[config.mk]
export PLATFORM = sky130hd
export DESIGN_NAME = ccdreg_top
export DESIGN_NICKNAME = d
export VERILOG_FILES = /design/src/inc/ccdreg_pkg.sv /design/src/ccdreg_fifo.sv /design/src/ccdreg_top.sv
export VERILOG_INCLUDE_DIRS = /design/src /design/src/inc
export SDC_FILE = /design/constraint.sdc
export NUM_CORES = 1
export LEC_CHECK = 0
export BUFFER_PORTS_ARGS = -buffer_cell sky130_fd_sc_hd__buf_4
export CAP_MARGIN = 20
export CORE_ASPECT_RATIO = 0.5
export CORE_UTILIZATION = 35
export CTS_CLUSTER_SIZE = 24
export DETAILED_ROUTE_END_ITERATION = 8
export GPL_TIMING_DRIVEN = 0
export SLEW_MARGIN = 20
export SYNTH_ARGS = -nofsm -noshare
export SYNTH_HDL_FRONTEND = slang
export SYNTH_HIERARCHICAL = 1
export SYNTH_SLANG_ARGS = --single-unit
[constraint.sdc]
create_clock -name ref_clk -period 5.6 [get_ports ref_clk]
set_input_delay 1.12 -clock ref_clk [delete_from_list [all_inputs] [get_ports ref_clk]]
set_output_delay 1.12 -clock ref_clk [all_outputs]
set_load 0.02 [all_outputs]
[src/inc/ccdreg_cfg.svh]
// register numbers, field positions, reset values and timing of the camera register bank
`ifndef CCDREG_CFG_SVH
`define CCDREG_CFG_SVH

// ====================================================================
// register numbers (host select code)
`define CCDREG_R_CMD        4'h1
`define CCDREG_R_TIMER      4'h2
`define CCDREG_R_VBIN       4'h3
`define CCDREG_R_AIC        4'h4
`define CCDREG_R_SETPOINT   4'h5
`define CCDREG_R_PIXCNT     4'h6
`define CCDREG_R_LINECNT    4'h7
`define CCDREG_R_BIC        4'h8
`define CCDREG_R_PIXDATA    4'h9
`define CCDREG_R_TEMP       4'hA
`define CCDREG_R_STATUS     4'hB
`define CCDREG_R_MIRROR     4'hC
`define CCDREG_NUM_WR       8

// ====================================================================
// command bit positions
`define CCDREG_CB_TDI       0
`define CCDREG_CB_STARTTMR  1
`define CCDREG_CB_SHUTOVR   2
`define CCDREG_CB_SYSRST    3
`define CCDREG_CB_FIFOCACHE 4
`define CCDREG_CB_TRIGEN    5
`define CCDREG_CB_STOPFLUSH 6
`define CCDREG_CB_SHUTEN    7
`define CCDREG_CB_COOLDOWN  8
`define CCDREG_CB_DONEREAD  9
`define CCDREG_CB_TMRLOAD   10
`define CCDREG_CB_NEXTLINE  11
`define CCDREG_CB_STARTFL   12
`define CCDREG_CB_COOLEN    15

// ====================================================================
// status bit positions
`define CCDREG_SB_LINERDY   0
`define CCDREG_SB_EXPOSING  1
`define CCDREG_SB_FLUSHING  2
`define CCDREG_SB_DATAAVL   3
`define CCDREG_SB_MINLIM    4
`define CCDREG_SB_MAXLIM    5
`define CCDREG_SB_RAMPDONE  6
`define CCDREG_SB_ATTEMP    7

// ====================================================================
// reset values and constants
`define CCDREG_REG_RST      16'h0000
`define CCDREG_TEMP_BAND    12'h004
`define CCDREG_LEVEL_MAX    8'hFF
`define CCDREG_FIFO_W       16
`define CCDREG_FIFO_D       32

// ====================================================================
// timing: clock period, timer step 10 ms, temperature refresh 8 per second
`define CCDREG_CLK_NS       8
`define CCDREG_TMR_STEP_NS  10000000
`define CCDREG_TEMP_UPD_NS  125000000

`endif

[src/inc/ccdreg_pkg.sv]
// types shared by the camera register bank
`default_nettype none
package ccdreg_pkg;

	// ====================================================================
	// sequencer states, gray along expose-skip-rows-cols-hold
	typedef enum logic [2:0] {
		ST_IDLE   = 3'h0,
		ST_FLUSH  = 3'h1,
		ST_EXPOSE = 3'h3,
		ST_SKIP   = 3'h2,
		ST_ROWS   = 3'h6,
		ST_COLS   = 3'h7,
		ST_HOLD   = 3'h5
	} ccdreg_state_t;

	typedef enum logic [1:0] {
		COL_BEFORE = 2'h0,
		COL_PIXEL  = 2'h1,
		COL_AFTER  = 2'h3
	} ccdreg_colph_t;

	// ====================================================================
	// geometry fields decoded from the writable registers
	typedef struct packed {
		logic [7:0]  vBin;
		logic [3:0]  hBin;
		logic [11:0] pixCount;
		logic [11:0] lineCount;
		logic [11:0] beforeCols;
		logic [11:0] afterCols;
	} ccdreg_geom_t;

	// ====================================================================
	// sensor drive pins
	typedef struct packed {
		logic vClk;
		logic hClk;
		logic shutter;
	} ccdreg_drive_t;

endpackage
`default_nettype wire

[src/ccdreg_fifo.sv]
// pixel fifo between the digitiser and the image data register
`timescale 1ns/10ps
`default_nettype none
module ccdreg_fifo #(
	parameter int WIDTH = 16,
	parameter int DEPTH = 32
) (
	input  wire logic             ref_clk,
	input  wire logic             rstn,
	input  wire logic             flush,
	input  wire logic [WIDTH-1:0] inData,
	input  wire logic             inValid,
	output logic                  inReady,
	output logic      [WIDTH-1:0] outData,
	output logic                  outValid,
	input  wire logic             outReady
);
	localparam int AW = $clog2(DEPTH);

	logic [WIDTH-1:0] mem_r [DEPTH];
	logic [AW-1:0]    wrPtr_r;
	logic [AW-1:0]    rdPtr_r;
	logic [AW:0]      count_r;
	logic             push;
	logic             pop;

	// ====================================================================
	// handshake
	assign inReady  = (count_r != DEPTH[AW:0]);
	assign outValid = (count_r != '0);
	assign outData  = mem_r[rdPtr_r];
	assign push     = inValid && inReady;
	assign pop      = outValid && outReady;

	// ====================================================================
	// storage
	always_ff @(posedge ref_clk) begin
		if (push) begin
			mem_r[wrPtr_r] <= inData;
		end
	end

	// ====================================================================
	// pointers; depth is a power of two so pointers wrap freely
	always_ff @(posedge ref_clk) begin
		if (!rstn || flush) begin
			wrPtr_r <= '0;
			rdPtr_r <= '0;
			count_r <= '0;
		end else begin
			if (push) begin
				wrPtr_r <= wrPtr_r + 1'b1;
			end
			if (pop) begin
				rdPtr_r <= rdPtr_r + 1'b1;
			end
			if (push && !pop) begin
				count_r <= count_r + 1'b1;
			end else if (pop && !push) begin
				count_r <= count_r - 1'b1;
			end
		end
	end
endmodule
`default_nettype wire

[src/ccdreg_top.sv]
// camera controller register bank with exposure, readout and cooler logic
`timescale 1ns/10ps
`default_nettype none
`include "ccdreg_cfg.svh"

// Contract
// - twelve sixteen-bit registers form the whole interface
// - eight writable registers, read back except reg2 and the low bits of reg3, which return the timer
// - four read-only: pixels, temperature, status, mirror
// - reg3 timer high and vbin; reg2 timer low
// - reg6 pixels and hbin; reg7 lines
// - reg4 after columns, reg8 before columns
// - reg5 setpoint and digital port
// - reg12 returns last command bits written
// - no interrupts or dma; host polls lines
// - sequencer runs exposure, counting, flushing, cooling autonomously
// - status bit 7 high on reaching setpoint
// - temperature reading refreshed eight times per second
// - status 4..7 and mirror 8,15 encode cooler
// - line count counts unbinned rows
// - after exposure, skip the row offset automatically
module ccdreg_top #(
	parameter int TMR_STEP_CYC = `CCDREG_TMR_STEP_NS / `CCDREG_CLK_NS,
	parameter int TEMP_UPD_CYC = `CCDREG_TEMP_UPD_NS / `CCDREG_CLK_NS
) (
	input  wire logic                  ref_clk,
	input  wire logic                  rstn,
	input  wire logic [3:0]            regSel,
	input  wire logic                  regWr,
	input  wire logic                  regRd,
	input  wire logic [15:0]           regWrData,
	output logic      [15:0]           regRdData,
	output ccdreg_pkg::ccdreg_drive_t  ccdDrive,
	input  wire logic [15:0]           adcSample,
	input  wire logic                  extTrigger,
	input  wire logic [15:0]           tempSense,
	output logic      [7:0]            coolerDrive,
	output logic      [3:0]            digPort
);
	// ====================================================================
	// declarations
	logic [15:0]               regs_r [`CCDREG_NUM_WR];
	logic [15:0]               cmdPrev_r;
	logic [19:0]               timer_r;
	logic [31:0]               stepCnt_r;
	logic [31:0]               tempCnt_r;
	logic [15:0]               tempS1_r, tempS2_r, tempS3_r, tempF_r, temp_r;
	logic [2:0]                trigS_r;
	logic                      trigF_r, trigPrev_r;
	logic [7:0]                level_r;
	ccdreg_pkg::ccdreg_state_t state_r;
	ccdreg_pkg::ccdreg_colph_t colPh_r;
	ccdreg_pkg::ccdreg_geom_t  geom;
	ccdreg_pkg::ccdreg_drive_t drive_r;
	logic [11:0]               cnt_r;
	logic [3:0]                binCnt_r;
	logic [15:0]               cmd, status;
	logic                      wrOk, softRst, seqRst;
	logic                      tmrStep, tempUpd, trigRise;
	logic                      fifoInReady, fifoOutValid, fifoPop, fifoPush;
	logic [15:0]               fifoOut;
	logic                      atTemp, maxLim, minLim, rampDone;

	// falling edge of a command bit triggers its action
	function automatic logic cmdFell(input logic [15:0] prev, input logic [15:0] cur, input int idx);
		cmdFell = prev[idx] && !cur[idx];
	endfunction

	function automatic logic selIs(input logic [3:0] sel, input logic [3:0] num);
		selIs = (sel == num);
	endfunction

	// ====================================================================
	// writable registers 1..8; 9..12 have no storage
	assign wrOk = regWr && (regSel >= `CCDREG_R_CMD) && (regSel <= `CCDREG_R_BIC);
	always_ff @(posedge ref_clk) begin
		if (!rstn) begin
			for (int i = 0; i < `CCDREG_NUM_WR; i++) begin
				regs_r[i] <= `CCDREG_REG_RST;
			end
		end else if (wrOk) begin
			regs_r[3'(regSel - 4'h1)] <= regWrData;
		end
	end

	assign cmd = regs_r[0];
	assign digPort = regs_r[4][15:12];
	assign geom.vBin       = regs_r[2][11:4];
	assign geom.afterCols  = regs_r[3][11:0];
	assign geom.pixCount   = regs_r[5][11:0];
	assign geom.hBin       = regs_r[5][15:12];
	assign geom.lineCount  = regs_r[6][11:0];
	assign geom.beforeCols = regs_r[7][11:0];

	always_ff @(posedge ref_clk) begin
		if (!rstn) begin
			cmdPrev_r <= `CCDREG_REG_RST;
		end else begin
			cmdPrev_r <= cmd;
		end
	end
	assign softRst = cmdFell(cmdPrev_r, cmd, `CCDREG_CB_SYSRST);
	assign seqRst  = !rstn || softRst;

	// ====================================================================
	// pin synchronisers; a change counts once stages two and three agree
	always_ff @(posedge ref_clk) begin
		if (!rstn) begin
			tempS1_r <= 16'h0000;
			tempS2_r <= 16'h0000;
			tempS3_r <= 16'h0000;
			tempF_r  <= 16'h0000;
			trigS_r  <= 3'h0;
			trigF_r  <= 1'b0;
		end else begin
			tempS1_r <= tempSense;
			tempS2_r <= tempS1_r;
			tempS3_r <= tempS2_r;
			if (tempS2_r == tempS3_r) begin
				tempF_r <= tempS3_r;
			end
			trigS_r <= {trigS_r[1:0], extTrigger};
			if (trigS_r[1] == trigS_r[2]) begin
				trigF_r <= trigS_r[2];
			end
		end
	end
	always_ff @(posedge ref_clk) begin
		if (!rstn) begin
			trigPrev_r <= 1'b0;
		end else begin
			trigPrev_r <= trigF_r;
		end
	end
	assign trigRise = trigF_r && !trigPrev_r && cmd[`CCDREG_CB_TRIGEN];

	// ====================================================================
	// rate enables: timer step and temperature refresh
	always_ff @(posedge ref_clk) begin
		if (!rstn || stepCnt_r == TMR_STEP_CYC - 1) begin
			stepCnt_r <= 32'h0000_0000;
		end else begin
			stepCnt_r <= stepCnt_r + 32'h0000_0001;
		end
	end
	assign tmrStep = (stepCnt_r == TMR_STEP_CYC - 1);

	always_ff @(posedge ref_clk) begin
		if (!rstn || tempCnt_r == TEMP_UPD_CYC - 1) begin
			tempCnt_r <= 32'h0000_0000;
		end else begin
			tempCnt_r <= tempCnt_r + 32'h0000_0001;
		end
	end
	assign tempUpd = (tempCnt_r == TEMP_UPD_CYC - 1);

	// ====================================================================
	// exposure timer; loads only while load-enable is set, frozen meanwhile
	always_ff @(posedge ref_clk) begin
		if (seqRst) begin
			timer_r <= 20'h00000;
		end else if (cmd[`CCDREG_CB_TMRLOAD]) begin
			if (regWr && selIs(regSel, `CCDREG_R_TIMER)) begin
				timer_r[15:0] <= regWrData;
			end else if (regWr && selIs(regSel, `CCDREG_R_VBIN)) begin
				timer_r[19:16] <= regWrData[3:0];
			end
		end else if (state_r == ccdreg_pkg::ST_EXPOSE && tmrStep && timer_r != 20'h00000) begin
			timer_r <= timer_r - 20'h00001;
		end
	end

	// ====================================================================
	// sequencer: flush, expose, offset skip, line digitise, hold
	always_ff @(posedge ref_clk) begin
		if (seqRst) begin
			state_r  <= ccdreg_pkg::ST_IDLE;
			colPh_r  <= ccdreg_pkg::COL_BEFORE;
			cnt_r    <= 12'h000;
			binCnt_r <= 4'h0;
		end else begin
			case (state_r)
			ccdreg_pkg::ST_IDLE, ccdreg_pkg::ST_FLUSH, ccdreg_pkg::ST_HOLD: begin
				if (cmdFell(cmdPrev_r, cmd, `CCDREG_CB_STARTTMR) || trigRise) begin
					state_r <= ccdreg_pkg::ST_EXPOSE;
				end else if (cmdFell(cmdPrev_r, cmd, `CCDREG_CB_STARTFL)) begin
					state_r <= ccdreg_pkg::ST_FLUSH;
				end else if (state_r == ccdreg_pkg::ST_FLUSH
					&& cmdFell(cmdPrev_r, cmd, `CCDREG_CB_STOPFLUSH)) begin
					state_r <= ccdreg_pkg::ST_IDLE;
				end else if (state_r == ccdreg_pkg::ST_HOLD
					&& cmdFell(cmdPrev_r, cmd, `CCDREG_CB_NEXTLINE)) begin
					state_r <= ccdreg_pkg::ST_ROWS;
					cnt_r   <= 12'h000;
				end
			end
			ccdreg_pkg::ST_EXPOSE: begin
				if (timer_r == 20'h00000 && !cmd[`CCDREG_CB_TMRLOAD]) begin
					state_r <= ccdreg_pkg::ST_SKIP;
					cnt_r   <= 12'h000;
				end
			end
			ccdreg_pkg::ST_SKIP: begin
				// one row shift per unbinned row, binning plays no part
				if (cnt_r >= geom.lineCount) begin
					state_r <= ccdreg_pkg::ST_ROWS;
					cnt_r   <= 12'h000;
				end else begin
					cnt_r <= cnt_r + 12'h001;
				end
			end
			ccdreg_pkg::ST_ROWS: begin
				if (cnt_r >= {4'h0, geom.vBin} - 12'h001 || geom.vBin == 8'h00) begin
					state_r  <= ccdreg_pkg::ST_COLS;
					colPh_r  <= ccdreg_pkg::COL_BEFORE;
					cnt_r    <= 12'h000;
					binCnt_r <= 4'h0;
				end else begin
					cnt_r <= cnt_r + 12'h001;
				end
			end
			ccdreg_pkg::ST_COLS: begin
				case (colPh_r)
				ccdreg_pkg::COL_BEFORE: begin
					if (cnt_r >= geom.beforeCols) begin
						colPh_r <= ccdreg_pkg::COL_PIXEL;
						cnt_r   <= 12'h000;
					end else begin
						cnt_r <= cnt_r + 12'h001;
					end
				end
				ccdreg_pkg::COL_PIXEL: begin
					if (cnt_r >= geom.pixCount) begin
						colPh_r <= ccdreg_pkg::COL_AFTER;
						cnt_r   <= 12'h000;
					end else if (binCnt_r + 4'h1 < geom.hBin) begin
						binCnt_r <= binCnt_r + 4'h1;
					end else if (fifoInReady) begin
						// a full fifo stalls the column clock, no sample is dropped
						binCnt_r <= 4'h0;
						cnt_r    <= cnt_r + 12'h001;
					end
				end
				default: begin
					if (cnt_r >= geom.afterCols) begin
						state_r <= ccdreg_pkg::ST_HOLD;
						cnt_r   <= 12'h000;
					end else begin
						cnt_r <= cnt_r + 12'h001;
					end
				end
				endcase
			end
			default: begin
				state_r <= ccdreg_pkg::ST_IDLE;
			end
			endcase
		end
	end

	assign fifoPush = state_r == ccdreg_pkg::ST_COLS && colPh_r == ccdreg_pkg::COL_PIXEL
		&& cnt_r < geom.pixCount && binCnt_r + 4'h1 >= geom.hBin;

	// ====================================================================
	// sensor drive, registered
	always_ff @(posedge ref_clk) begin
		if (seqRst) begin
			drive_r <= '0;
		end else begin
			drive_r.vClk <= state_r == ccdreg_pkg::ST_FLUSH || state_r == ccdreg_pkg::ST_ROWS
				|| (state_r == ccdreg_pkg::ST_SKIP && cnt_r < geom.lineCount);
			drive_r.hClk <= state_r == ccdreg_pkg::ST_COLS && (!fifoPush || fifoInReady)
				&& !(colPh_r == ccdreg_pkg::COL_PIXEL && cnt_r >= geom.pixCount);
			drive_r.shutter <= cmd[`CCDREG_CB_SHUTOVR]
				|| (state_r == ccdreg_pkg::ST_EXPOSE && cmd[`CCDREG_CB_SHUTEN]);
		end
	end
	assign ccdDrive = drive_r;

	ccdreg_fifo #(
		.WIDTH(`CCDREG_FIFO_W),
		.DEPTH(`CCDREG_FIFO_D)
	) u_fifo (
		.ref_clk (ref_clk),
		.rstn    (rstn),
		.flush   (softRst),
		.inData  (adcSample),
		.inValid (fifoPush),
		.inReady (fifoInReady),
		.outData (fifoOut),
		.outValid(fifoOutValid),
		.outReady(fifoPop)
	);
	assign fifoPop = regRd && selIs(regSel, `CCDREG_R_PIXDATA);

	// ====================================================================
	// cooler regulation and temperature sampling
	always_ff @(posedge ref_clk) begin
		if (!rstn) begin
			temp_r <= 16'h0000;
		end else if (tempUpd) begin
			temp_r <= tempF_r;
		end
	end

	always_ff @(posedge ref_clk) begin
		if (seqRst || !cmd[`CCDREG_CB_COOLEN]) begin
			level_r <= 8'h00;
		end else if (tempUpd) begin
			if (cmd[`CCDREG_CB_COOLDOWN]) begin
				if (level_r != 8'h00) begin
					level_r <= level_r - 8'h01; // controlled ramp to ambient
				end
			end else if (temp_r[11:0] > regs_r[4][11:0] && level_r != `CCDREG_LEVEL_MAX) begin
				level_r <= level_r + 8'h01;
			end else if (temp_r[11:0] < regs_r[4][11:0] && level_r != 8'h00) begin
				level_r <= level_r - 8'h01;
			end
		end
	end
	assign coolerDrive = level_r;

	// flag follows the live band, so it may drop after first reaching it
	assign atTemp = cmd[`CCDREG_CB_COOLEN] && !cmd[`CCDREG_CB_COOLDOWN]
		&& temp_r[11:0] + `CCDREG_TEMP_BAND >= regs_r[4][11:0]
		&& temp_r[11:0] <= regs_r[4][11:0] + `CCDREG_TEMP_BAND;
	assign maxLim = cmd[`CCDREG_CB_COOLEN] && !cmd[`CCDREG_CB_COOLDOWN] && !atTemp
		&& level_r == `CCDREG_LEVEL_MAX && temp_r[11:0] > regs_r[4][11:0];
	assign minLim = cmd[`CCDREG_CB_COOLEN] && !cmd[`CCDREG_CB_COOLDOWN] && !atTemp
		&& level_r == 8'h00 && temp_r[11:0] < regs_r[4][11:0];
	assign rampDone = cmd[`CCDREG_CB_COOLEN] && cmd[`CCDREG_CB_COOLDOWN] && level_r == 8'h00;

	always_comb begin
		status = 16'h0000;
		status[`CCDREG_SB_LINERDY]  = state_r == ccdreg_pkg::ST_HOLD;
		status[`CCDREG_SB_EXPOSING] = state_r == ccdreg_pkg::ST_EXPOSE;
		status[`CCDREG_SB_FLUSHING] = state_r == ccdreg_pkg::ST_FLUSH;
		status[`CCDREG_SB_DATAAVL]  = fifoOutValid;
		status[`CCDREG_SB_MINLIM]   = minLim;
		status[`CCDREG_SB_MAXLIM]   = maxLim;
		status[`CCDREG_SB_RAMPDONE] = rampDone;
		status[`CCDREG_SB_ATTEMP]   = atTemp;
	end

	// ====================================================================
	// read port, one cycle after the request
	always_ff @(posedge ref_clk) begin
		if (!rstn) begin
			regRdData <= 16'h0000;
		end else if (regRd) begin
			case (regSel)
			`CCDREG_R_TIMER:   regRdData <= timer_r[15:0];
			`CCDREG_R_VBIN:    regRdData <= {regs_r[2][15:4], timer_r[19:16]};
			`CCDREG_R_PIXDATA: regRdData <= fifoOutValid ? fifoOut : 16'h0000;
			`CCDREG_R_TEMP:    regRdData <= temp_r;
			`CCDREG_R_STATUS:  regRdData <= status;
			`CCDREG_R_MIRROR:  regRdData <= cmd;
			`CCDREG_R_CMD, `CCDREG_R_AIC, `CCDREG_R_SETPOINT, `CCDREG_R_PIXCNT, `CCDREG_R_LINECNT,
			`CCDREG_R_BIC: begin
				regRdData <= regs_r[3'(regSel - 4'h1)];
			end
			default: begin
				regRdData <= 16'h0000;
			end
			endcase
		end
	end
endmodule
`default_nettype wire

==> metrics.csv <==
stage;metric;value;unit
logic_synthesis;synth warn;6;
sta;Final setup viols;0;
clock_network;Root Buffer;clkbuf_16;
grt;initial antenna violation count;3;
logic_synthesis;syn_nets;3239;
place;dpl cell area;42700;um2
clock_network;Reg clk slew, reported paths;0.06;ns
sta;Min Hold Slack;0.430;ns
floorplanning;Site Rows;86;
sta;fin crit share;95.6;%
routing;Pre-Repair DR Iteration Count;7;
place;IO buf count;87;
worst_setup_path;crit path launch type;input port;
worst_setup_path;Cell Chain, Critical Path;buf_4 > clkbuf_1 > clkinv_1 > ha_1 > xor2_1 > buf_2 > clkbuf_1 > nor3_1 > a2111oi_0 > o311ai_0 > a22oi_1 > o31ai_1;
floorplanning;Initial Utilization;35.6;%
routing;remaining routing DRC violations;0;
floorplanning;I/O pin cnt;88;
logic_synthesis;Post-synth EDFFs;640;
logic_synthesis;Syn Area/Cell;12.9;um2
routing;WL final;114;mm
sta;Worst-Margin Slew;1.15;ns
floorplanning;Die Wd;478;um
floorplanning;DIE AREA;115000;um2
logic_synthesis;sequential-to-total area share from yosys stat;60.9;%
layout;commonest non-fill, non-tap cell in the layout;edfxtp_1;
routing;Post-DRT Antenna Nets;0;
pwr;Total Power;13.6;mW
clock_network;Num CTS Buffers;83;
worst_setup_path;Buffers & Inverters on Critical Path;5;
grt;pin count of the biggest net entering global routing;33;
sta;Slew HR;23.0;%
worst_setup_path;cell repeated most along the worst path;clkbuf_1;
logic_synthesis;ranking of synthesized cells by area;edfxtp_1, dfxtp_1, mux2i_1;
clock_network;CTS Buffer Depth;3;
min_path;Hold WC Path Type;reg -> reg;
routing;WL per Instance;23.7;um
logic_synthesis;leading area contributor after synthesis;edfxtp_1;
clock_network;clk_lat worst skew;0.69;ns
layout;Area Overhead vs Synth;14.5;%
pwr;LEAKAGE;15.6;nW
sta;Layout Skew;0.0224;ns
logic_synthesis;synthesized area;39600;um2
sta;setup_tns;0;ns
worst_setup_path;Crit path max-delay family;buffers and inverters;
sta;Pins Over Slew Limit;0;
floorplanning;Die Height;240;um
grt;Total GRT Usage;19.7;%
routing;routed vias;26416;
logic_synthesis;Netlist cell types;86;
clock_network;CTS resizes;0;
clock_network;CTS tree;built;
sta;Fmax;0.187;GHz
clock_network;H-tree level count;3;
layout;commonest non-fill, non-tap cells in the layout;edfxtp_1, dfxtp_1, mux2i_1;
layout;post-route cell area;45300;um2
run;Max Cap Viol;0;
logic_synthesis;Seq cells post-synth;883;
grt;first-pass GRT wire length;167;mm
logic_synthesis;Async S/R FF share, synth;0;%
worst_setup_path;Worst EP required;6.15;ns
logic_synthesis;main flop type after synthesis;edfxtp_1;
layout;fraction of layout cells with a size suffix above 1;12.3;%
sta;minimum clock period;5.35;ns
place;detailed placer's ending HPWL;82.4;mm
worst_setup_path;Worst Setup End Kind;register;
floorplanning;core area;111000;um2
logic_synthesis;Yosys top cell area share;48.6;%
outcome;status;finished clean;
clock_network;CTS sink cnt;883;
logic_synthesis;cell count after synthesis;3059;
routing;DRT iter0 DRCs;2746;
worst_setup_path;WS Path Type;in -> reg;
place;GP Congestion;0.950;
layout;nets@finish;3446;
clock_network;CTS Hold Bufs;0;
routing;Via density;5.47;
sta;RSZ-0062 raised after global routing;no;
grt;total congestion overflow;0;
worst_setup_path;max incr delay on CP;0.84;ns
worst_setup_path;worst-path fanout max;10;
pwr;Peak VDD IR;214;uV
clock_network;Post-CTS Setup Bufs;0;
worst_setup_path;CP max-delay cell;a2111oi_0;
worst_setup_path;critical path arrival;5.90;ns
grt;number of global-route vias before repair;25550;
pwr;Pwr Density;299;nW/um2
sta;Final Hold Vio Count;0;
-- cells by family after synthesis --
family          synth area share, %
xor+xnor                       2.59
mux                            8.98
buf+inv                        2.67
simple gates                   12.6
flops                          60.9
compound gates                 8.39
fa+ha+maj                      3.91
-- final cells by class --
cell class	instances	area [um2]
clock buffer	109	2280
sequential	883	24100
fill	10350	65700
clock inverter	38	327
antenna	2	5.00
tap	1496	1870
inverter	97	364
buffer	161	691
timing repair buffer	122	1140
multi-input combinational	1918	14500
-- report_power, final --
| group | leakage [nW] | internal (mW) | switching (mW) | total, mW |
|---|---|---|---|---|
| combinational | 6.52 | 0.254 | 0.553 | 0.807 |
| clock | 1.27 | 3.06 | 2.51 | 5.57 |
| sequential | 7.79 | 7.09 | 0.0846 | 7.18 |
-- synth_stat cells, types with 57 or more instances --
| cell type | n |
|---|---|
| edfxtp_1 | 640 |
| dfxtp_1 | 243 |
| nor2_1 | 216 |
| mux2i_1 | 193 |
| and2_1 | 169 |
| nand2_1 | 138 |
| ha_1 | 122 |
| a22oi_1 | 113 |
| clkbuf_1 | 112 |
| inv_1 | 96 |
| nand3_1 | 89 |
| o21ai_0 | 82 |
| mux4_2 | 72 |
| a21oi_1 | 71 |
| and3_1 | 71 |
| xnor2_1 | 64 |
| nand4_1 | 57 |
-- path summary, 6_finish.rpt --
path                          start  cells past startpoint  slack [ns]                        endpoint
min reg2reg  tempS1_r[0]$_SDFF_PN0_                      1        0.43          tempS2_r[0]$_SDFF_PN0_
min          tempS1_r[0]$_SDFF_PN0_                      1        0.43          tempS2_r[0]$_SDFF_PN0_
max                       regSel[0]                     12        0.25       regRdData[5]$_SDFFE_PN0P_
max reg2reg   cnt_r[1]$_SDFFE_PP0P_                     17        1.12  u_fifo/count_r[5]$_SDFFE_PP0P_
-- registers in the layout (all words and copies together) (netlist names), 6 cells and up, named ones only --
register and flops:
tempS1_r 16, tempS3_r 16, tempS2_r 16, timer_r 20, regs_r 128, u_fifo/count_r 6, tempCnt_r 32, temp_r 16
stepCnt_r 32, tempF_r 16, cnt_r 12, u_fifo/mem_r 512, regRdData 16, coolerDrive 8
-- worst register-to-register path, stage by stage, from the launching register on --
cell       delay, ns
dfxtp_1         0.61
ha_1            0.35
nor2b_1         0.14
o21ai_0         0.13
nand2b_1        0.07
a21oi_1         0.14
o21ai_0         0.13
a2111oi_2       0.54
buf_4           0.29
o31a_1          0.18
buf_6           0.14
ha_1            0.26
inv_1           0.18
ha_1            0.32
and3_2          0.22
o41ai_1         0.45
a21o_1          0.14
nand3_1         0.07
-- per-layer routing --
metal	up-vias	wire length, um	share of wire [%]	GRT usage (%)
li1	11939	-	-	-
met1	13216	49300	43	26.8
met2	1052	52300	46	31.5
met3	207	9220	8.1	3.75
met4	2	3650	3.2	6.89
met5	-	7	0.0061	0
-- per-stage QoR --
step	worst slack [ns]	util, %	cells
2_1_floorplan	0.865	-	3059
3_3_place_gp	-1.50	37.9	4642
3_5_place_dp	-0.222	38.4	4677
4_1_cts	0.515	40.8	4824
5_1_grt	0.254	40.8	4824
6_report	0.247	40.8	4826
Power figures use the tool's default switching activity.
